**src/logic/vtpst_pkg.sv**
```systemverilog
// shared constants for the video test pattern and self-check link
package vtpst_pkg;
  localparam int VTPST_DATA_W = 10;
  localparam int VTPST_CODE_W = 4;
  localparam int VTPST_CNT_W  = 8;
  localparam int VTPST_CRC_W  = 16;
  localparam int VTPST_SCR_W  = 9;
  localparam int VTPST_SCR_TAP_HI = 8;
  localparam int VTPST_SCR_TAP_LO = 3;
  // selection code field positions
  localparam int VTPST_CODE_WIDE = 3;
  localparam int VTPST_CODE_PAL  = 2;
  // serial bits per parallel word
  localparam logic [3:0] VTPST_WORD_BITS = 4'hA;
  localparam logic [7:0] VTPST_BIT_RATIO = 8'h0A;
  // loop model and self-check timing; only the first two in system clock cycles
  localparam logic [7:0] VTPST_LOST_CYCLES  = 8'hFF;
  localparam logic [7:0] VTPST_MIN_PERIOD   = 8'h0A;
  localparam logic [2:0] VTPST_LOCK_PERIODS = 3'h4;
  localparam logic [1:0] VTPST_CHECK_SKIP   = 2'h2;
  localparam logic [1:0] VTPST_CHECK_FIELDS = 2'h2;
  // pattern selects in code bits 1:0
  localparam logic [1:0] VTPST_PAT_BLACK = 2'h0;
  localparam logic [1:0] VTPST_PAT_LOOP  = 2'h1;
  localparam logic [1:0] VTPST_PAT_EQ    = 2'h2;
  localparam logic [1:0] VTPST_PAT_BARS  = 2'h3;
  // codes that also run the self-check
  localparam logic [3:0] VTPST_CHECK_NTSC = 4'h3;
  localparam logic [3:0] VTPST_CHECK_PAL  = 4'h5;
  // component word values
  localparam logic [9:0] VTPST_CHROMA_BLACK = 10'h200;
  localparam logic [9:0] VTPST_LUMA_BLACK   = 10'h040;
  localparam logic [9:0] VTPST_CHROMA_LOOP  = 10'h200;
  localparam logic [9:0] VTPST_LUMA_LOOP    = 10'h110;
  localparam logic [9:0] VTPST_CHROMA_EQ    = 10'h300;
  localparam logic [9:0] VTPST_LUMA_EQ      = 10'h198;
  // bars {luma, cb, cr}, index 0 is the leftmost bar
  localparam logic [7:0][29:0] VTPST_BARS = {
    {10'h040, 10'h200, 10'h200}, {10'h08C, 10'h350, 10'h1C8},
    {10'h104, 10'h190, 10'h350}, {10'h150, 10'h2E0, 10'h318},
    {10'h1C0, 10'h120, 10'h0E8}, {10'h20C, 10'h270, 10'h0B0},
    {10'h288, 10'h0B0, 10'h238}, {10'h2D0, 10'h200, 10'h200}};
  localparam logic [15:0] VTPST_CRC_POLY  = 16'h1041;
  localparam logic [15:0] VTPST_CRC_RESET = 16'h0000;
  // controller
  localparam int VTPST_CLK_MHZ     = 50;
  localparam int VTPST_POWER_UP_US = 30;
  localparam int VTPST_POWER_UP_CYCLES = VTPST_POWER_UP_US * VTPST_CLK_MHZ;
  localparam int VTPST_PU_W = $clog2(VTPST_POWER_UP_CYCLES + 1);
  localparam logic [11:0] VTPST_REG_CTRL   = 12'h000;
  localparam logic [11:0] VTPST_REG_DIV    = 12'h004;
  localparam logic [11:0] VTPST_REG_STATUS = 12'h008;
  localparam int VTPST_CTRL_RUN  = 0;
  localparam int VTPST_CTRL_MRST = 1;
  localparam int VTPST_CTRL_CODE = 4;
  localparam logic [7:0] VTPST_DIV_RESET = 8'h0A;
  localparam logic [7:0] VTPST_DIV_MIN   = 8'h05;
endpackage

```
**src/logic/vtpst_link_if.sv**
```systemverilog
// parallel-side link between the serializer and its controller
`timescale 1ns/1ps
`default_nettype none
interface vtpst_link_if;
  logic       parClk;
  logic [9:0] patternCode;
  logic       patternGenEnable;
  logic       manualReset;
  logic       lockDetect;
  logic       selfCheckResult;
  logic       serialLineOut;
  logic       serialLineOutN;
  logic       serialLineOe;
  modport dev (
    input  parClk, patternCode, patternGenEnable, manualReset,
    output lockDetect, selfCheckResult,
    output serialLineOut, serialLineOutN, serialLineOe
  );
  modport ctl (
    output parClk, patternCode, patternGenEnable, manualReset,
    input  lockDetect, selfCheckResult,
    input  serialLineOut, serialLineOutN, serialLineOe
  );
endinterface // vtpst_link_if
`default_nettype wire

```
**src/logic/vtpst_device.sv**
```systemverilog
// serializer end: reset, loop model, pattern generator and self-check
// Summary of operation
// - serial output holds still while unlocked
// - reset clears state, check words, output
// - power-on reset floats both serial outputs
// - stay in reset until parallel clock seen
// - manual reset high resets logic and loop
// - controller delays clock 30 us after power
// - self-check sends pattern, checks it back
// - self-check needs code, zero high bits, clock
// - controller enables only after lock is high
// - pass goes high after two clean fields
// - any error keeps result low until exit
// - serial output continues during self-check
// - four patterns, both standards, both rasters
// - colour bars switch abruptly, no filtering
// - pattern needs code, clock, lock before enable
// - enable high shows pattern, low leaves
// - code bits pick raster, standard, pattern
// - self-check only for two specific codes
// - lock high when locked, drops on loss
// - bit rate ten times the parallel clock
//
// Design decisions made here: the APB slave port and the address map.
`timescale 1ns/1ps
`default_nettype none
module vtpst_device
  import vtpst_pkg::*;
#(
  parameter int NTSC_LINE_WORDS      = 1716,
  parameter int PAL_LINE_WORDS       = 1728,
  parameter int NTSC_WIDE_LINE_WORDS = 2288,
  parameter int PAL_WIDE_LINE_WORDS  = 2304,
  parameter int NTSC_FIELD_LINES     = 262,
  parameter int PAL_FIELD_LINES      = 312
) (
  input  wire logic                   clk,
  input  wire logic                   sys_rst,
  input  wire logic                   cke,
  vtpst_link_if.dev                   link,
  output logic      [VTPST_CRC_W-1:0] checkWords_q,
  output logic                        patternActive_q
);
  localparam int PIN_N = VTPST_DATA_W + 3;

  if (NTSC_LINE_WORDS < 16 || NTSC_LINE_WORDS > 4095 ||
      PAL_LINE_WORDS < 16 || PAL_LINE_WORDS > 4095 ||
      NTSC_WIDE_LINE_WORDS < 16 || NTSC_WIDE_LINE_WORDS > 4095 ||
      PAL_WIDE_LINE_WORDS < 16 || PAL_WIDE_LINE_WORDS > 4095 ||
      NTSC_FIELD_LINES < 1 || NTSC_FIELD_LINES > 1023 ||
      PAL_FIELD_LINES < 1 || PAL_FIELD_LINES > 1023) begin : g_bad
    $error("vtpst_device: raster parameter out of range");
  end

  logic [PIN_N-1:0]        pinRaw;
  logic [PIN_N-1:0]        pinQ;
  logic                    manualRst;
  logic                    enPin;
  logic                    parClkLvl;
  logic [VTPST_DATA_W-1:0] dataIn;
  logic                    parClkPrev_q;
  logic                    parRise;
  logic                    logicRst;
  logic                    coreRst;
  logic                    clockSeen_q;
  logic [VTPST_CNT_W-1:0]  periodCnt_q;
  logic [VTPST_CNT_W-1:0]  period_q;
  logic [2:0]              stable_q;
  logic                    lock_q;
  logic                    periodOk;
  logic                    enWord_q;
  logic                    checkMode_q;
  logic [VTPST_CODE_W-1:0] code_q;
  logic                    startWord;
  logic [11:0]             lineWords;
  logic [11:0]             barWords;
  logic [9:0]              fieldLines;
  logic [11:0]             wordCnt_q;
  logic [11:0]             barPos_q;
  logic [9:0]              lineCnt_q;
  logic [2:0]              barIdx_q;
  logic [1:0]              fieldCnt_q;
  logic [29:0]             barEntry;
  logic [9:0]              patWord;
  logic [9:0]              txWord;
  logic [VTPST_CNT_W-1:0]  bitDiv;
  logic [VTPST_CNT_W-1:0]  bitTimer_q;
  logic [3:0]              bitCnt_q;
  logic [9:0]              shift_q;
  logic [9:0]              sentWord_q;
  logic [VTPST_SCR_W-1:0]  scr_q;
  logic                    emit;
  logic                    txBit;
  logic                    scrBit;
  logic                    lineBit;
  logic                    serialOut_q;
  logic                    serialOutN_q;
  logic                    serialOe_q;
  logic                    emitted_q;
  logic                    rxPrev_q;
  logic [VTPST_SCR_W-1:0]  rxScr_q;
  logic [9:0]              rxShift_q;
  logic [3:0]              rxCnt_q;
  logic [1:0]              skip_q;
  logic                    rxS;
  logic                    rxD;
  logic [9:0]              rxWord;
  logic                    errNow;
  logic                    error_q;
  logic                    result_q;

  // every pin passes four flops; a change counts once stages 2 and 3 agree
  assign pinRaw = {link.manualReset, link.patternGenEnable, link.parClk,
                   link.patternCode};
  for (genvar i = 0; i < PIN_N; i++) begin : g_sync
    logic s1;
    logic s2;
    logic s3;
    logic q;
    always_ff @(posedge clk) begin
      if (sys_rst) begin
        s1 <= 1'b0;
        s2 <= 1'b0;
        s3 <= 1'b0;
        q  <= 1'b0;
      end else if (cke) begin
        s1 <= pinRaw[i];
        s2 <= s1;
        s3 <= s2;
        if (s2 == s3) q <= s3;
      end
    end
    assign pinQ[i] = q;
  end

  assign manualRst = pinQ[PIN_N-1];
  assign enPin     = pinQ[PIN_N-2];
  assign parClkLvl = pinQ[PIN_N-3];
  assign dataIn    = pinQ[VTPST_DATA_W-1:0];
  assign parRise   = parClkLvl & ~parClkPrev_q;
  assign logicRst  = sys_rst | manualRst;
  assign coreRst   = logicRst | ~clockSeen_q;

  always_ff @(posedge clk) begin
    if (sys_rst) parClkPrev_q <= 1'b0;
    else if (cke) parClkPrev_q <= parClkLvl;
  end

  always_ff @(posedge clk) begin
    if (logicRst) clockSeen_q <= 1'b0;
    else if (cke && parRise) clockSeen_q <= 1'b1;
  end

  // loop model: lock after steady periods, lost on a long gap
  assign periodOk = (periodCnt_q >= VTPST_MIN_PERIOD) &&
                    (periodCnt_q == period_q);
  always_ff @(posedge clk) begin
    if (logicRst) begin
      periodCnt_q <= '0;
      period_q    <= '0;
      stable_q    <= '0;
      lock_q      <= 1'b0;
    end else if (cke) begin
      if (parRise) begin
        periodCnt_q <= 8'h01;
        period_q    <= periodCnt_q;
        if (!periodOk) stable_q <= '0;
        else if (stable_q != VTPST_LOCK_PERIODS) stable_q <= stable_q + 3'h1;
        lock_q <= periodOk && (stable_q == VTPST_LOCK_PERIODS);
      end else if (periodCnt_q == VTPST_LOST_CYCLES) begin
        stable_q <= '0;
        lock_q   <= 1'b0;
      end else begin
        periodCnt_q <= periodCnt_q + 8'h01;
      end
    end
  end

  // mode latch on a word boundary
  assign startWord = parRise && enPin && !enWord_q;
  always_ff @(posedge clk) begin
    if (coreRst) begin
      enWord_q        <= 1'b0;
      patternActive_q <= 1'b0;
      checkMode_q     <= 1'b0;
      code_q          <= '0;
    end else if (cke) begin
      // leaving needs no word edge: the parallel clock may already be gone
      if (!enPin) begin
        enWord_q        <= 1'b0;
        patternActive_q <= 1'b0;
        checkMode_q     <= 1'b0;
      end else if (startWord) begin
        enWord_q        <= 1'b1;
        code_q          <= dataIn[VTPST_CODE_W-1:0];
        patternActive_q <= 1'b1;
        checkMode_q     <= (dataIn[VTPST_CODE_W-1:0] == VTPST_CHECK_NTSC) ||
                           (dataIn[VTPST_CODE_W-1:0] == VTPST_CHECK_PAL);
      end
    end
  end

  always_comb begin
    case ({code_q[VTPST_CODE_WIDE], code_q[VTPST_CODE_PAL]})
      2'b00:   lineWords = 12'(NTSC_LINE_WORDS);
      2'b01:   lineWords = 12'(PAL_LINE_WORDS);
      2'b10:   lineWords = 12'(NTSC_WIDE_LINE_WORDS);
      default: lineWords = 12'(PAL_WIDE_LINE_WORDS);
    endcase
  end
  assign fieldLines = code_q[VTPST_CODE_PAL] ? 10'(PAL_FIELD_LINES) :
                                               10'(NTSC_FIELD_LINES);
  assign barWords = {3'h0, lineWords[11:3]};

  always_ff @(posedge clk) begin
    if (coreRst || (cke && parRise && !patternActive_q)) begin
      wordCnt_q  <= '0;
      barPos_q   <= '0;
      barIdx_q   <= '0;
      lineCnt_q  <= '0;
      fieldCnt_q <= '0;
    end else if (cke && parRise) begin
      if (wordCnt_q == lineWords - 12'h001) begin
        wordCnt_q <= '0;
        barPos_q  <= '0;
        barIdx_q  <= '0;
        if (lineCnt_q == fieldLines - 10'h001) begin
          lineCnt_q <= '0;
          if (fieldCnt_q != VTPST_CHECK_FIELDS) fieldCnt_q <= fieldCnt_q + 2'h1;
        end else begin
          lineCnt_q <= lineCnt_q + 10'h001;
        end
      end else begin
        wordCnt_q <= wordCnt_q + 12'h001;
        if (barPos_q == barWords - 12'h001) begin
          barPos_q <= '0;
          if (barIdx_q != 3'h7) barIdx_q <= barIdx_q + 3'h1;
        end else begin
          barPos_q <= barPos_q + 12'h001;
        end
      end
    end
  end

  // word order cb, y, cr, y
  assign barEntry = VTPST_BARS[barIdx_q];
  always_comb begin
    case (code_q[1:0])
      VTPST_PAT_BLACK: patWord = wordCnt_q[0] ? VTPST_LUMA_BLACK :
                                                VTPST_CHROMA_BLACK;
      VTPST_PAT_LOOP:  patWord = wordCnt_q[0] ? VTPST_LUMA_LOOP :
                                                VTPST_CHROMA_LOOP;
      VTPST_PAT_EQ:    patWord = wordCnt_q[0] ? VTPST_LUMA_EQ :
                                                VTPST_CHROMA_EQ;
      default:         patWord = wordCnt_q[0] ? barEntry[29:20] :
                         (wordCnt_q[1] ? barEntry[9:0] : barEntry[19:10]);
    endcase
  end
  assign txWord = patternActive_q ? patWord : dataIn;

  // serializer: first bit leaves with the word edge, rest at period/10
  assign bitDiv = period_q / VTPST_BIT_RATIO;
  assign emit = lock_q && (parRise || (bitCnt_q != VTPST_WORD_BITS &&
                bitTimer_q == bitDiv - 8'h01));
  assign txBit   = parRise ? txWord[0] : shift_q[0];
  assign scrBit  = txBit ^ scr_q[VTPST_SCR_TAP_HI] ^ scr_q[VTPST_SCR_TAP_LO];
  assign lineBit = serialOut_q ^ scrBit;

  always_ff @(posedge clk) begin
    if (coreRst) begin
      shift_q      <= '0;
      sentWord_q   <= '0;
      bitCnt_q     <= VTPST_WORD_BITS;
      bitTimer_q   <= '0;
      scr_q        <= '0;
      serialOut_q  <= 1'b0;
      serialOutN_q <= 1'b1;
      checkWords_q <= VTPST_CRC_RESET;
    end else if (cke) begin
      if (lock_q && parRise) begin
        shift_q    <= {1'b0, txWord[9:1]};
        sentWord_q <= txWord;
        bitCnt_q   <= 4'h1;
        bitTimer_q <= '0;
      end else if (emit) begin
        shift_q    <= {1'b0, shift_q[9:1]};
        bitCnt_q   <= bitCnt_q + 4'h1;
        bitTimer_q <= '0;
      end else if (lock_q && bitCnt_q != VTPST_WORD_BITS) begin
        bitTimer_q <= bitTimer_q + 8'h01;
      end
      if (emit) begin
        scr_q        <= {scr_q[VTPST_SCR_W-2:0], scrBit};
        serialOut_q  <= lineBit;
        serialOutN_q <= ~lineBit;
        checkWords_q <= {checkWords_q[14:0], 1'b0} ^
          ((checkWords_q[15] ^ txBit) ? VTPST_CRC_POLY : VTPST_CRC_RESET);
      end
    end
  end

  always_ff @(posedge clk) begin
    if (coreRst) serialOe_q <= 1'b0;
    else if (cke) serialOe_q <= 1'b1;
  end

  // self-check: recover own line bits and compare with the sent word
  assign rxS    = serialOut_q ^ rxPrev_q;
  assign rxD    = rxS ^ rxScr_q[VTPST_SCR_TAP_HI] ^ rxScr_q[VTPST_SCR_TAP_LO];
  assign rxWord = {rxD, rxShift_q[9:1]};
  assign errNow = checkMode_q && (!lock_q || (emitted_q &&
                  rxCnt_q == VTPST_WORD_BITS - 4'h1 &&
                  skip_q == VTPST_CHECK_SKIP && rxWord != sentWord_q));

  always_ff @(posedge clk) begin
    if (coreRst) begin
      emitted_q <= 1'b0;
      rxPrev_q  <= 1'b0;
      rxScr_q   <= '0;
      rxShift_q <= '0;
      rxCnt_q   <= '0;
      skip_q    <= '0;
      error_q   <= 1'b0;
      result_q  <= 1'b0;
    end else if (cke) begin
      emitted_q <= emit;
      if (emitted_q) begin
        rxPrev_q  <= serialOut_q;
        rxScr_q   <= {rxScr_q[VTPST_SCR_W-2:0], rxS};
        rxShift_q <= rxWord;
        if (rxCnt_q == VTPST_WORD_BITS - 4'h1) begin
          rxCnt_q <= '0;
          if (skip_q != VTPST_CHECK_SKIP) skip_q <= skip_q + 2'h1;
        end else begin
          rxCnt_q <= rxCnt_q + 4'h1;
        end
      end
      if (!checkMode_q) begin
        skip_q  <= '0;
        error_q <= 1'b0;
      end else if (errNow) begin
        error_q <= 1'b1;
      end
      result_q <= checkMode_q && fieldCnt_q == VTPST_CHECK_FIELDS &&
                  !error_q && !errNow;
    end
  end

  assign link.lockDetect      = lock_q;
  assign link.selfCheckResult = result_q;
  assign link.serialLineOut   = serialOut_q;
  assign link.serialLineOutN  = serialOutN_q;
  assign link.serialLineOe    = serialOe_q;
endmodule // vtpst_device
`default_nettype wire

```
**src/flat_wrapper.sv**
```systemverilog
// flat-port wrapper written by rule: the top's interface ports become plain ports
module vtpst_device_flat import vtpst_pkg::*;
#(
  parameter int NTSC_LINE_WORDS      = 1716,
  parameter int PAL_LINE_WORDS       = 1728,
  parameter int NTSC_WIDE_LINE_WORDS = 2288,
  parameter int PAL_WIDE_LINE_WORDS  = 2304,
  parameter int NTSC_FIELD_LINES     = 262,
  parameter int PAL_FIELD_LINES      = 312
)
  (clk, sys_rst, cke, checkWords_q, patternActive_q, link_parClk, link_patternCode, link_patternGenEnable, link_manualReset, link_lockDetect, link_selfCheckResult, link_serialLineOut, link_serialLineOutN, link_serialLineOe);
  vtpst_link_if link_i ();
  input  wire logic clk;
  input  wire logic sys_rst;
  input  wire logic cke;
  output logic      [VTPST_CRC_W-1:0] checkWords_q;
  output logic patternActive_q;
  input wire logic [$bits(link_i.parClk)-1:0] link_parClk;
  input wire logic [$bits(link_i.patternCode)-1:0] link_patternCode;
  input wire logic [$bits(link_i.patternGenEnable)-1:0] link_patternGenEnable;
  input wire logic [$bits(link_i.manualReset)-1:0] link_manualReset;
  output wire logic [$bits(link_i.lockDetect)-1:0] link_lockDetect;
  output wire logic [$bits(link_i.selfCheckResult)-1:0] link_selfCheckResult;
  output wire logic [$bits(link_i.serialLineOut)-1:0] link_serialLineOut;
  output wire logic [$bits(link_i.serialLineOutN)-1:0] link_serialLineOutN;
  output wire logic [$bits(link_i.serialLineOe)-1:0] link_serialLineOe;
  assign link_i.parClk = link_parClk;
  assign link_i.patternCode = link_patternCode;
  assign link_i.patternGenEnable = link_patternGenEnable;
  assign link_i.manualReset = link_manualReset;
  assign link_lockDetect = link_i.lockDetect;
  assign link_selfCheckResult = link_i.selfCheckResult;
  assign link_serialLineOut = link_i.serialLineOut;
  assign link_serialLineOutN = link_i.serialLineOutN;
  assign link_serialLineOe = link_i.serialLineOe;
  vtpst_device #(.NTSC_LINE_WORDS(NTSC_LINE_WORDS), .PAL_LINE_WORDS(PAL_LINE_WORDS), .NTSC_WIDE_LINE_WORDS(NTSC_WIDE_LINE_WORDS), .PAL_WIDE_LINE_WORDS(PAL_WIDE_LINE_WORDS), .NTSC_FIELD_LINES(NTSC_FIELD_LINES), .PAL_FIELD_LINES(PAL_FIELD_LINES)) u_core (.clk(clk), .sys_rst(sys_rst), .cke(cke), .link(link_i), .checkWords_q(checkWords_q), .patternActive_q(patternActive_q));
endmodule
```
**config.mk**
```make
export PLATFORM = sky130hd
export DESIGN_NAME = vtpst_device_flat
export DESIGN_NICKNAME = d
export VERILOG_FILES = /design/src/logic/vtpst_pkg.sv /design/src/logic/vtpst_link_if.sv /design/src/logic/vtpst_device.sv /design/src/flat_wrapper.sv
export SDC_FILE = /design/constraint.sdc
export NUM_CORES = 1
export LEC_CHECK = 0
export ABC_CLOCK_PERIOD_IN_PS = 7900
export CAP_MARGIN = 20
export CORE_ASPECT_RATIO = 1.4
export CORE_MARGIN = 4
export CORE_UTILIZATION = 55
export CTS_CLUSTER_DIAMETER = 150
export DETAILED_ROUTE_END_ITERATION = 16
export DONT_BUFFER_PORTS = 1
export PLACE_DENSITY = 0.8
export REMOVE_ABC_BUFFERS = 1
export SLEW_MARGIN = 15
export SYNTH_ARGS = -nofsm -noshare
export SYNTH_HDL_FRONTEND = slang
export SYNTH_SLANG_ARGS = --single-unit
```
**constraint.sdc**
```tcl
create_clock -name clk -period 7.9 [get_ports clk]
set_input_delay 1.58 -clock clk [delete_from_list [all_inputs] [get_ports clk]]
set_output_delay 1.58 -clock clk [all_outputs]
set_load 0.005 [all_outputs]
```
==> results of run 1 <==
-- cells by family (layout without fill, tap and decap cells) --
kind of cell               count (synthesis)  count (layout)  share of synthesized area [%]
DFF                                      225             225                          41.37
xor gates and xnor gates                  76              76                          6.504
and+or+nand+nor                          507             507                          21.99
AOI/OAI and AO/OA                        245             245                          14.65
buffers and inverters                     95              72                          3.804
muxes                                     90              90                          8.343
adders and majority gates                 29              29                          3.333
-- worst max-delay path, delay by kind of cell (launching register included) --
kind | cells | cell delay, ps
compound gates | 5 | 1400
xor+xnor | 1 | 140
fa+ha+maj | 2 | 730
buf+inv | 2 | 270
flops | 1 | 720
mux | 1 | 270
simple gates | 7 | 2260
-- area by class of cell --
class                           count  area share, %
Tap cell                          248          2.653
Clock inverter                      8          1.102
Clock buffer                       32          5.455
Timing Repair Buffer                6         0.3851
Multi-Input combinational cell    947          51.06
Sequential cell                   225          38.51
Inverter                           26         0.8343
-- layout by cell type, fill, tap and decap left out, types with 8 or more instances in the layout --
master     count
dfxtp_1      225
nand2_1      177
nor2_1       152
a21oi_1       90
mux2i_1       84
o21ai_0       52
xor2_1        51
ha_1          29
nand3_1       28
nor3_1        26
inv_1         25
nand4_1       22
xnor2_1       22
clkbuf_16     22
a21o_1        16
o211ai_1      13
and2_1        11
a31oi_1       11
or3_1         11
a211oi_1      10
nor2b_1        9
nor4_1         9
nor3b_1        8
and3_1         8
-- power breakdown --
group | internal [mW] | total (mW) | switching (mW)
Clock | 0.661 | 1.09 | 0.429
Combinational | 0.0127 | 0.0247 | 0.0120
Sequential | 1.14 | 1.15 | 0.00614
-- synthesized netlist by cell type (all sizes together), types with 4 or more instances --
cell type	count	area, sq um
dfxtp	225	4504
nand2	179	674.4
nor2	154	583.1
a21oi	91	459.2
mux2i	84	840.8
o21ai	57	289.0
xor2	51	446.7
clkbuf	50	187.7
ha	29	362.9
nand3	29	150.1
nor3	27	140.1
inv	25	93.84
nand4	22	137.6
xnor2	22	192.7
buf	19	128.9
a21o	16	120.1
and2	15	98.85
o211ai	14	110.1
a31oi	11	68.82
nor3b	11	103.9
or3	11	68.82
a211oi	10	75.07
nor4	10	77.57
nor2b	9	56.30
and3	8	50.05
mux2	6	67.56
nand2b	6	37.54
or2	5	31.28
or4	5	41.29
nand3b	4	30.03
nand4b	4	35.03
o211a	4	40.04
-- worst max-delay path by stage --
stage | end | slack [ps] | start | cells after the start
floorplan | u_core.link.serialLineOutN | 2800 | u_core.period_q[6] | 18
global placement | u_core.checkWords_q[0] | 2240 | u_core.period_q[6] | 18
detailed placement | u_core.checkWords_q[13] | 2040 | u_core.period_q[6] | 18
CTS | u_core.checkWords_q[13] | 2030 | u_core.period_q[6] | 18
global route | u_core.checkWords_q[2] | 1460 | u_core.period_q[6] | 18
finish | u_core.checkWords_q[0] | 1970 | u_core.period_q[6] | 18
-- metal layers --
metal / part of all wire (%) / wire length, microns / up-vias
li1: - / - / 4331
met1: 41 / 9203 / 4183
met2: 52 / 11590 / 196
met3: 4.0 / 898 / 50
met4: 3.1 / 688 / 0
met5: 0 / 0 / -
-- registers in the layout, summed over array words and instances (netlist names), 8 cells and up --
name,flops
u_core.barEntry,19
u_core.checkWords_q,16
u_core.g_sync.s1,13
u_core.g_sync.s2,13
u_core.g_sync.s3,13
u_core.barPos_q,12
u_core.g_sync.q,12
u_core.wordCnt_q,12
u_core.lineCnt_q,10
u_core.sentWord_q,10
u_core.rxScr_q,9
u_core.rxShift_q,9
u_core.scr_q,9
u_core.shift_q,9
u_core.bitTimer_q,8
u_core.periodCnt_q,8
u_core.period_q,8
-- through the flow --
step | area [sq um] | hold slack, ps | power (mW) | utilization [%] | instances
2_1_floorplan | 10570 | 427.7 | 1.193 | - | 1198
3_3_place_gp | 10930 | 438.6 | 1.198 | 56.43 | 1452
3_5_place_dp | 10930 | 442.1 | 1.199 | 56.43 | 1452
4_1_cts | 11700 | 454.4 | 2.284 | 60.39 | 1492
5_1_grt | 11700 | 476.9 | 2.338 | 60.39 | 1492
6_report | 11700 | 449.1 | 2.263 | 60.39 | 1492
==> results.ini, run 1 <==
[sta]
rsz0062_at_grt = false
setup_violations = 0
setup_tns_ps = 0
tightest_slew_ps = 1023
fmax_mhz = 168.5
hold_viol_final = 0
slew_headroom_pct = 31.56
fin_crit_ps = 5933
skew_ps = 12.24
fin_crit_sh_pct = 75.10
finalWorstSetupSlack_ps = 1967
final-max-slew-violation-count = 0

[critical_path]
slowest_stage = nand2_2
rrSetupSlack_ps = 1970
worstPathMaxFanout = 38
worstSetupEndpointType = flip-flop
r2r_end = u_core.checkWords_q[0]
r2r_start = u_core.period_q[6]
cp_data_required_time_ps = 8320
start_kind = flip-flop
cp.arrival_ps = 6350
crit_chain = inv_1 -> ha_1 -> nand2b_1 -> a221oi_2 -> o21ai_1 -> a2bb2oi_2 -> nor3_1 -> or2_2 -> o211ai_1 -> inv_1 -> ha_1 -> xor2_1 -> nand3_1 -> nor3b_2 -> o2111ai_4 -> or4_4 -> nand2_2 -> mux2i_1
ff2ff_path_depth = 18
slowest_delay_ps = 740
setup.worst_path.class = flip-flop to flip-flop

[floorplanning]
start_util_pct = 56.21
die_area_sq_um = 22140
num_io_pins = 38
core_sq_um = 19370
chipHeight_microns = 174.5
rows = 60
die_w_microns = 126.9

[place]
gp_congestion = 0.9221
pre_cts_ws_ps = 2042
dp_hpwl_microns = 15120
port_buffers = 0

[global_routing]
grt_max_degree = 69
grt_use_met3_pct = 2.551
grt_util_met2_pct = 36.35
grt.busiest_layer = met2
grt_pass1_vias = 8411
overflow = 0
grt_use_total_pct = 19.91
gr-usage-met1_pct = 23.69
antenna_found_initial = 0
grt_pass1_wl_microns = 38390

[clocking]
worstSkewPairLatency_ps = 510
cts_max_path_buffers = 3
cts_buffers = 22
cts_hold_buf = 0
cts_sinks = 225
cts_post_setup_buffers_inserted = 0
cts-root-buf = clkbuf_16
cts_resized = 0
h-tree-depth = 1
path_clk_slew_ps = 60
cts_tree = built

[detailed_routing]
wire_per_inst_microns = 15.00
ant_nets = 0
vias_per_cell = 5.871
dr_total_vias = 8760
drt_iter0_drc = 516
drcViolationCount = 0
wl_microns = 22380
first_pass_iters = 6

[finish]
fill_cells = 1657
multi_input_area_sq_um = 5973
regArea_sq_um = 4504
n_antenna_cell = 0
drive_above_1_share_pct = 6.672
area_delta_synth_final_pct = 7.435
num-nets-final = 1273

[logic_synthesis]
avgSynthCellArea_sq_um = 8.593
ys_seq_elements = 225
syn-cell-area_sq_um = 10890
ys.warnings.count = 0
yosysSeqAreaShare_pct = 41.37
synth_edf_count = 0
synthCells = 1267
synth_cell_type_count = 88
synthFlopType = dfxtp_1
synthArstFlopShare_pct = 0

[hold_path]
hold_path_class = flip-flop to flip-flop
min_to = u_core.rxScr_q[5]
worstHoldStart = u_core.rxScr_q[4]
whs_path_depth = 2

[power_and_ir_drop]
leakagePower_nw = 4.382
power_density_nw_per_um2 = 193.5
peakVddDrop_mv = 0.1664

[status]
status = completed

[run]
cap_violations = 0

(Power assumes the default switching activity.)
==> run 2: changes to the inputs <==
- ABC_CLOCK_PERIOD_IN_PS: 7900 -> 5500
- clock period: 7.9 -> 5.5 ns (I/O delays scaled with it)
==> run 2 against run 1 <==
Via count shrank 0.58%. Wire length grew 1.1%. Total power grew 45%. Critical path depth grew 1. Global-route usage grew 0.50 points. Critical endpoint is now u_core.checkWords_q[2]. Largest cell class unchanged.
==> results.ini, run 2 (same netlist as run 1, synthesis figures left out) <==
[critical_path]
rrSetupSlack_ps = 380  ; was 1970 ps
r2r_start = u_core.period_q[6]  ; unchanged
worstPathMaxFanout = 26  ; was 38
ff2ff_path_depth = 19  ; was 18
cp.arrival_ps = 5560  ; was 6350 ps
cp_data_required_time_ps = 5940  ; was 8320 ps
worstSetupEndpointType = flip-flop  ; unchanged
start_kind = flip-flop  ; unchanged
r2r_end = u_core.checkWords_q[2]  ; was u_core.checkWords_q[0]
setup.worst_path.class = flip-flop to flip-flop  ; unchanged

[hold_path]
worstHoldStart = u_core.rxScr_q[2]  ; was u_core.rxScr_q[4]
hold_path_class = flip-flop to flip-flop  ; unchanged
min_to = u_core.rxScr_q[3]  ; was u_core.rxScr_q[5]
whs_path_depth = 2  ; unchanged

[sta]
skew_ps = 16.48  ; was 12.24 ps
rsz0062_at_grt = false  ; unchanged
fin_crit_ps = 5121  ; was 5933 ps
tightest_slew_ps = 865.8  ; was 1023 ps
hold_viol_final = 0  ; unchanged
slew_headroom_pct = 42.28  ; was 31.56%
finalWorstSetupSlack_ps = 379.5  ; was 1967 ps
fin_crit_sh_pct = 93.10  ; was 75.10%
setup_tns_ps = 0  ; unchanged
fmax_mhz = 195.3  ; was 168.5 MHz
setup_violations = 0  ; unchanged
final-max-slew-violation-count = 0  ; unchanged

[place]
pre_cts_ws_ps = 455.3  ; was 2042 ps
post-place-cells = 1457  ; was 1452
dp_hpwl_microns = 15300  ; was 15120 microns
gp_congestion = 0.9109  ; was 0.9221
port_buffers = 0  ; unchanged

[power_and_ir_drop]
p_int_mw = 2.627  ; was 1.816 mW
combPwrFrac_pct = 1.1  ; about the same
leakagePower_nw = 4.423  ; was 4.382 nW
pwr-share-seq_pct = 50.2  ; was 50.8%
finalPower_mw = 3.286  ; was 2.263 mW
power_density_nw_per_um2 = 279.3  ; was 193.5 nW/um^2
net-switching-power_mw = 0.6594  ; was 0.4467 mW
power_frac_clock_pct = 48.7  ; was 48.2%
peakVddDrop_mv = 0.2923  ; was 0.1664 mV
p_sw_share_pct = 20.07  ; was 19.74%

[clocking]
path_clk_slew_ps = 60  ; about the same
cts_post_setup_buffers_inserted = 0  ; unchanged
cts_tree = built  ; unchanged
cts_resized = 0  ; unchanged
worstSkewPairLatency_ps = 510  ; about the same
cts_buffers = 23  ; was 22
cts-root-buf = clkbuf_16  ; unchanged
h-tree-depth = 1  ; unchanged
cts_max_path_buffers = 3  ; unchanged
cts_hold_buf = 0  ; unchanged
cts_sinks = 225  ; unchanged

[detailed_routing]
drt_iter0_drc = 422  ; was 516
drcViolationCount = 0  ; unchanged
dr_total_vias = 8709  ; was 8760
first_pass_iters = 7  ; was 6
vias_per_cell = 5.810  ; was 5.871
ant_nets = 0  ; unchanged
wl_microns = 22630  ; was 22380 microns
wire_per_inst_microns = 15.10  ; was 15.00 microns

[finish]
instances_no_fill = 1499  ; was 1492
area_delta_synth_final_pct = 8.078  ; was 7.435%
multi_input_area_sq_um = 5973  ; unchanged
fill_cells = 1658  ; was 1657
n_antenna_cell = 0  ; unchanged
layout_common_cells = dfxtp_1 (225), nand2_1 (177), nor2_1 (152)  ; unchanged
largest_register_ffs = 19  ; unchanged
drive_above_1_share_pct = 7.194  ; was 6.672%
num-nets-final = 1280  ; was 1273
regArea_sq_um = 4504  ; unchanged
final_common_cell = dfxtp_1  ; unchanged

[floorplanning]
start_util_pct = 56.21  ; unchanged
core_sq_um = 19370  ; unchanged
num_io_pins = 38  ; unchanged
die_w_microns = 126.9  ; unchanged
die_area_sq_um = 22140  ; unchanged
rows = 60  ; unchanged
chipHeight_microns = 174.5  ; unchanged

[global_routing]
antenna_found_initial = 0  ; unchanged
grt_pass1_wl_microns = 39070  ; was 38390 microns
grt_pass1_vias = 8621  ; was 8411
grt_max_degree = 69  ; unchanged
grt_use_total_pct = 20.40  ; was 19.91%
overflow = 0  ; unchanged

[status]
status = completed  ; unchanged

[run]
cap_violations = 0  ; unchanged

==> run 2: changes by cell type in the layout (fill, tap and decap cells not counted) <==
| cell | change |
|---|---|
| buf_4 | +5 |
| clkinv_8 | -1 |
| clkbuf_16 | +1 |
| clkbuf_8 | -1 |
| buf_12 | +1 |
| inv_6 | +2 |
==> run 2: critical path, cell delays in order (launching register included) <==
cell and delay [ps]:
dfxtp_1 320, inv_1 50, ha_1 390, nand2b_1 220, a221oi_2 380, o21ai_1 170
a2bb2oi_2 320, nor3_1 100, or2_2 300, o211ai_1 270, inv_1 140, ha_1 310
xor2_1 150, nand3_1 120, nor3b_2 350, o2111ai_4 220, or4_4 460, nand2_2 270
buf_12 250, mux2i_1 230
==> run 2: how the worst max path moves through the flow <==
| stage | from | end | slack (ps) | cells past startpoint |
|---|---|---|---|---|
| CTS | u_core.period_q[6] | u_core.checkWords_q[2] | 420 | 19 |
| detailed placement | u_core.period_q[6] | u_core.checkWords_q[5] | 460 | 19 |
| floorplan | u_core.period_q[6] | u_core.link.serialLineOutN | 400 | 18 |
| global route | u_core.period_q[6] | u_core.checkWords_q[2] | 3 | 19 |
| finish | u_core.period_q[6] | u_core.checkWords_q[2] | 380 | 19 |
| global placement | u_core.period_q[6] | u_core.checkWords_q[6] | 670 | 19 |
==> run 2: layout make-up <==
cell class                      count  area share (%)
Multi-Input combinational cell    947           50.76
Sequential cell                   225           38.28
Clock buffer                       32           5.518
Tap cell                          248           2.637
Clock inverter                      9           1.106
Timing Repair Buffer               12          0.8719
Inverter                           26          0.8293
==> run 2: routing by layer <==
| metal | track usage (%) | share of wire (%) | wire, microns |
|---|---|---|---|
| met3 | 3.166 | 4.2 | 942 |
| met5 | 0 | 0 | 0 |
| met2 | 36.84 | 51 | 11460 |
| met4 | 8.005 | 3.1 | 707 |
| met1 | 23.96 | 42 | 9524 |
==> run 2: through the flow <==
| stage | hold slack, ps | cell area, sq um | util, % |
|---|---|---|---|
| after detailed placement | 447.5 | 10980 | 56.69 |
| after floorplan | 427.7 | 10570 | - |
| final | 451.0 | 11770 | 60.76 |
| after CTS | 453.8 | 11760 | 60.72 |
| after global placement | 436.7 | 10980 | 56.69 |
| after global routing | 473.5 | 11770 | 60.76 |
==> run 2: power groups by stage <==
stage               clock network (mW)  registers, mW  logic [mW]
floorplan                            0           1.68      0.0296
global placement                     0           1.69      0.0345
detailed placement                   0           1.69      0.0356
CTS                               1.63           1.65      0.0359
global route                      1.70           1.65      0.0406
finish                            1.60           1.65      0.0353
==> run 3: changes to the inputs <==
- ABC_CLOCK_PERIOD_IN_PS: 5500 -> 4250
- CTS_BUF_LIST: unset -> sky130_fd_sc_hd__clkbuf_4 sky130_fd_sc_hd__clkbuf_8
- PLACE_DENSITY: 0.8 -> 0.83
- clock period: 5.5 -> 4.25 ns (I/O delays scaled with it)
==> run 3 against run 2 <==
Clock power grew 30%. The flow now finishes with violations (setup timing). Via count grew 3.9%. Critical path type unchanged. Highest routed layer unchanged. Clock skew grew 7.4 ps. Total power grew 30%. Wire length is 6.0% higher.
==> results.ini, run 3 (same netlist as run 1, synthesis figures left out) <==
[global_routing]
antenna_found_initial = 1  ; was 0
grt_use_total_pct = 20.68  ; was 20.40%
grt_pass1_vias = 8738  ; was 8621
grt_pass1_wl_microns = 39400  ; was 39070 microns
grt_max_degree = 69  ; unchanged
overflow = 0  ; unchanged

[power_and_ir_drop]
p_sw_share_pct = 20.81  ; was 20.07%
p_int_mw = 3.371  ; was 2.627 mW
leakagePower_nw = 4.711  ; was 4.423 nW
combPwrFrac_pct = 1.1  ; about the same
finalPower_mw = 4.257  ; was 3.286 mW
pwr-share-seq_pct = 50.2  ; about the same
net-switching-power_mw = 0.8857  ; was 0.6594 mW
power_frac_clock_pct = 48.7  ; about the same
peakVddDrop_mv = 0.2840  ; was 0.2923 mV
power_density_nw_per_um2 = 345.4  ; was 279.3 nW/um^2

[detailed_routing]
wl_microns = 23990  ; was 22630 microns
ant_nets = 0  ; unchanged
vias_per_cell = 5.799  ; was 5.810
first_pass_iters = 5  ; was 7
wire_per_inst_microns = 15.38  ; was 15.10 microns
drcViolationCount = 0  ; unchanged
dr_total_vias = 9046  ; was 8709
drt_iter0_drc = 516  ; was 422

[place]
port_buffers = 0  ; unchanged
gp_congestion = 0.9196  ; was 0.9109
post-place-cells = 1487  ; was 1457
dp_hpwl_microns = 15850  ; was 15300 microns
pre_cts_ws_ps = -111.2  ; was 455.3 ps
placed_area_sq_um = 11200  ; was 10980 sq um

[finish]
largest_register_ffs = 19  ; unchanged
drive_above_1_share_pct = 13.42  ; was 7.194%
fill_cells = 1515  ; was 1658
layout_common_cells = dfxtp_1 (221), nand2_1 (177), nor2_1 (151)  ; was dfxtp_1 (225), nand2_1 (177), nor2_1 (152)
multi_input_area_sq_um = 6145  ; was 5973 sq um
area_delta_synth_final_pct = 13.22  ; was 8.078%
final_cell_area_sq_um = 12330  ; was 11770 sq um
final_common_cell = dfxtp_1  ; unchanged
instances_no_fill = 1560  ; was 1499
regArea_sq_um = 4509  ; was 4504 sq um
num-nets-final = 1328  ; was 1280

[floorplanning]
die_area_sq_um = 22140  ; unchanged
chipHeight_microns = 174.5  ; unchanged
die_w_microns = 126.9  ; unchanged
rows = 60  ; unchanged
core_sq_um = 19370  ; unchanged
num_io_pins = 38  ; unchanged
start_util_pct = 56.21  ; unchanged

[critical_path]
cp.arrival_ps = 4730  ; was 5560 ps
cp_data_required_time_ps = 4680  ; was 5940 ps
crit_path_end = u_core.checkWords_q[10]  ; was u_core.checkWords_q[2]
setup.worst_path.class = flip-flop to flip-flop  ; unchanged
worstSetupEndpointType = flip-flop  ; unchanged
worstPathMaxFanout = 5  ; was 26
start_kind = flip-flop  ; unchanged
startpoint = u_core.period_q[6]  ; unchanged
ff2ff_path_depth = 21  ; was 19
rrSetupSlack_ps = -40  ; was 380 ps
r2r_start = u_core.period_q[6]  ; unchanged
r2r_end = u_core.checkWords_q[10]  ; was u_core.checkWords_q[2]

[clocking]
path_clk_slew_ps = 70  ; was 60 ps
cts_max_path_buffers = 3  ; unchanged
cts-root-buf = clkbuf_8  ; was clkbuf_16
worstSkewPairLatency_ps = 520  ; was 510 ps
cts_buffers = 36  ; was 23
cts_tree = built  ; unchanged
h-tree-depth = 2  ; was 1
cts_sinks = 225  ; unchanged

[sta]
hold_viol_final = 0  ; unchanged
setup_tns_ps = -551.5  ; was 0 ps
fmax_mhz = 232.9  ; was 195.3 MHz
final-max-slew-violation-count = 0  ; unchanged
finalWorstSetupSlack_ps = -43.51  ; was 379.5 ps
fin_crit_sh_pct = 101.0  ; was 93.10%
slew_headroom_pct = 44.70  ; was 42.28%
rsz0062_at_grt = true  ; was false
tightest_slew_ps = 829.5  ; was 865.8 ps
fin_crit_ps = 4294  ; was 5121 ps
skew_ps = 23.88  ; was 16.48 ps
setup_violations = 29  ; was 0

[hold_path]
worstHoldStart = sys_rst  ; was u_core.rxScr_q[2]
hold_path_class = input port to flip-flop  ; was flip-flop to flip-flop

[status]
violations = setup timing
status = finished, violations left  ; was completed

[run]
cap_violations = 0  ; unchanged

run 3: changes by cell type in the layout (fill, tap and decap cells not counted), moves of 4 or more:
cell       previous run  this run
clkinv_2              3         9
buf_6                 0         4
clkbuf_1              5         0
clkbuf_8              4        47
clkbuf_4              0         4
dfxtp_2               0         4
dfxtp_1             225       221
buf_4                11        39
clkbuf_16            23         1
run 3: power by group through the flow:
stage | Clock [mW] | Sequential, mW | Combinational [mW]
floorplan | 0 | 2.18 | 0.0384
global placement | 0 | 2.18 | 0.0446
detailed placement | 0 | 2.18 | 0.0461
CTS | 2.12 | 2.14 | 0.0466
global route | 2.20 | 2.14 | 0.0522
finish | 2.08 | 2.14 | 0.0458
run 3: cell type report:
type,count,share of cell area [%]
Clock buffer,51,5.491
Sequential cell,225,36.58
Tap cell,248,2.517
Clock inverter,15,1.299
Timing Repair Buffer,47,3.451
Antenna cell,1,0.02030
Inverter,26,0.7917
Multi-Input combinational cell,947,49.85
run 3: per-stage QoR:
| step | util [%] | hold WS (ps) |
|---|---|---|
| global route | 63.64 | 370.5 |
| finish | 63.64 | 391.3 |
| global placement | 57.85 | 437.7 |
| CTS | 62.56 | 363.0 |
| detailed placement | 57.85 | 448.8 |
| floorplan | - | 427.7 |
run 3: how the worst min path moves through the flow:
stage | end | slack, ps | cells past startpoint
finish | u_core.g_sync[6].s2 | 390 | 1
global route | u_core.g_sync[5].s2 | 370 | 1
CTS | u_core.g_sync[4].q | 360 | 1
detailed placement | u_core.rxScr_q[7] | 450 | 2
global placement | u_core.rxScr_q[8] | 440 | 2
floorplan | u_core.shift_q[6] | 430 | 2
run 3: worst max-delay path, cell delays in order (launching register included):
cell and delay (ps):
dfxtp_2 330, inv_2 40, ha_4 180, nor3b_4 220
buf_4 160, a221oi_4 50, nor2_4 170, buf_4 160
a2bb2oi_4 180, nor3_2 60, or2_4 250, o211ai_1 240
inv_1 130, ha_4 280, xor2_1 140, nand3_1 110
nor3b_2 330, o2111ai_4 160, or4_4 590, nand2_8 130
clkbuf_16 160, mux2i_1 180
run 3: repair_timing:
item	4_1_cts	5_1_grt
gates cloned	1	1
endpoints found under the setup margin	43	49
pin swaps	5	13
gates resized for setup	4	36
setup buffers	2	2
hold buffers	0	0
run 3: metal layers:
layer | vias to the layer above | track usage [%] | part of all wire [%] | routed length [microns]
li1 | 4445 | - | - | -
met4 | 0 | 10.73 | 4.2 | 1018
met3 | 80 | 3.443 | 3.9 | 940
met5 | - | 0 | 0 | 0
met1 | 4301 | 23.60 | 40 | 9612
met2 | 220 | 36.64 | 52 | 12420
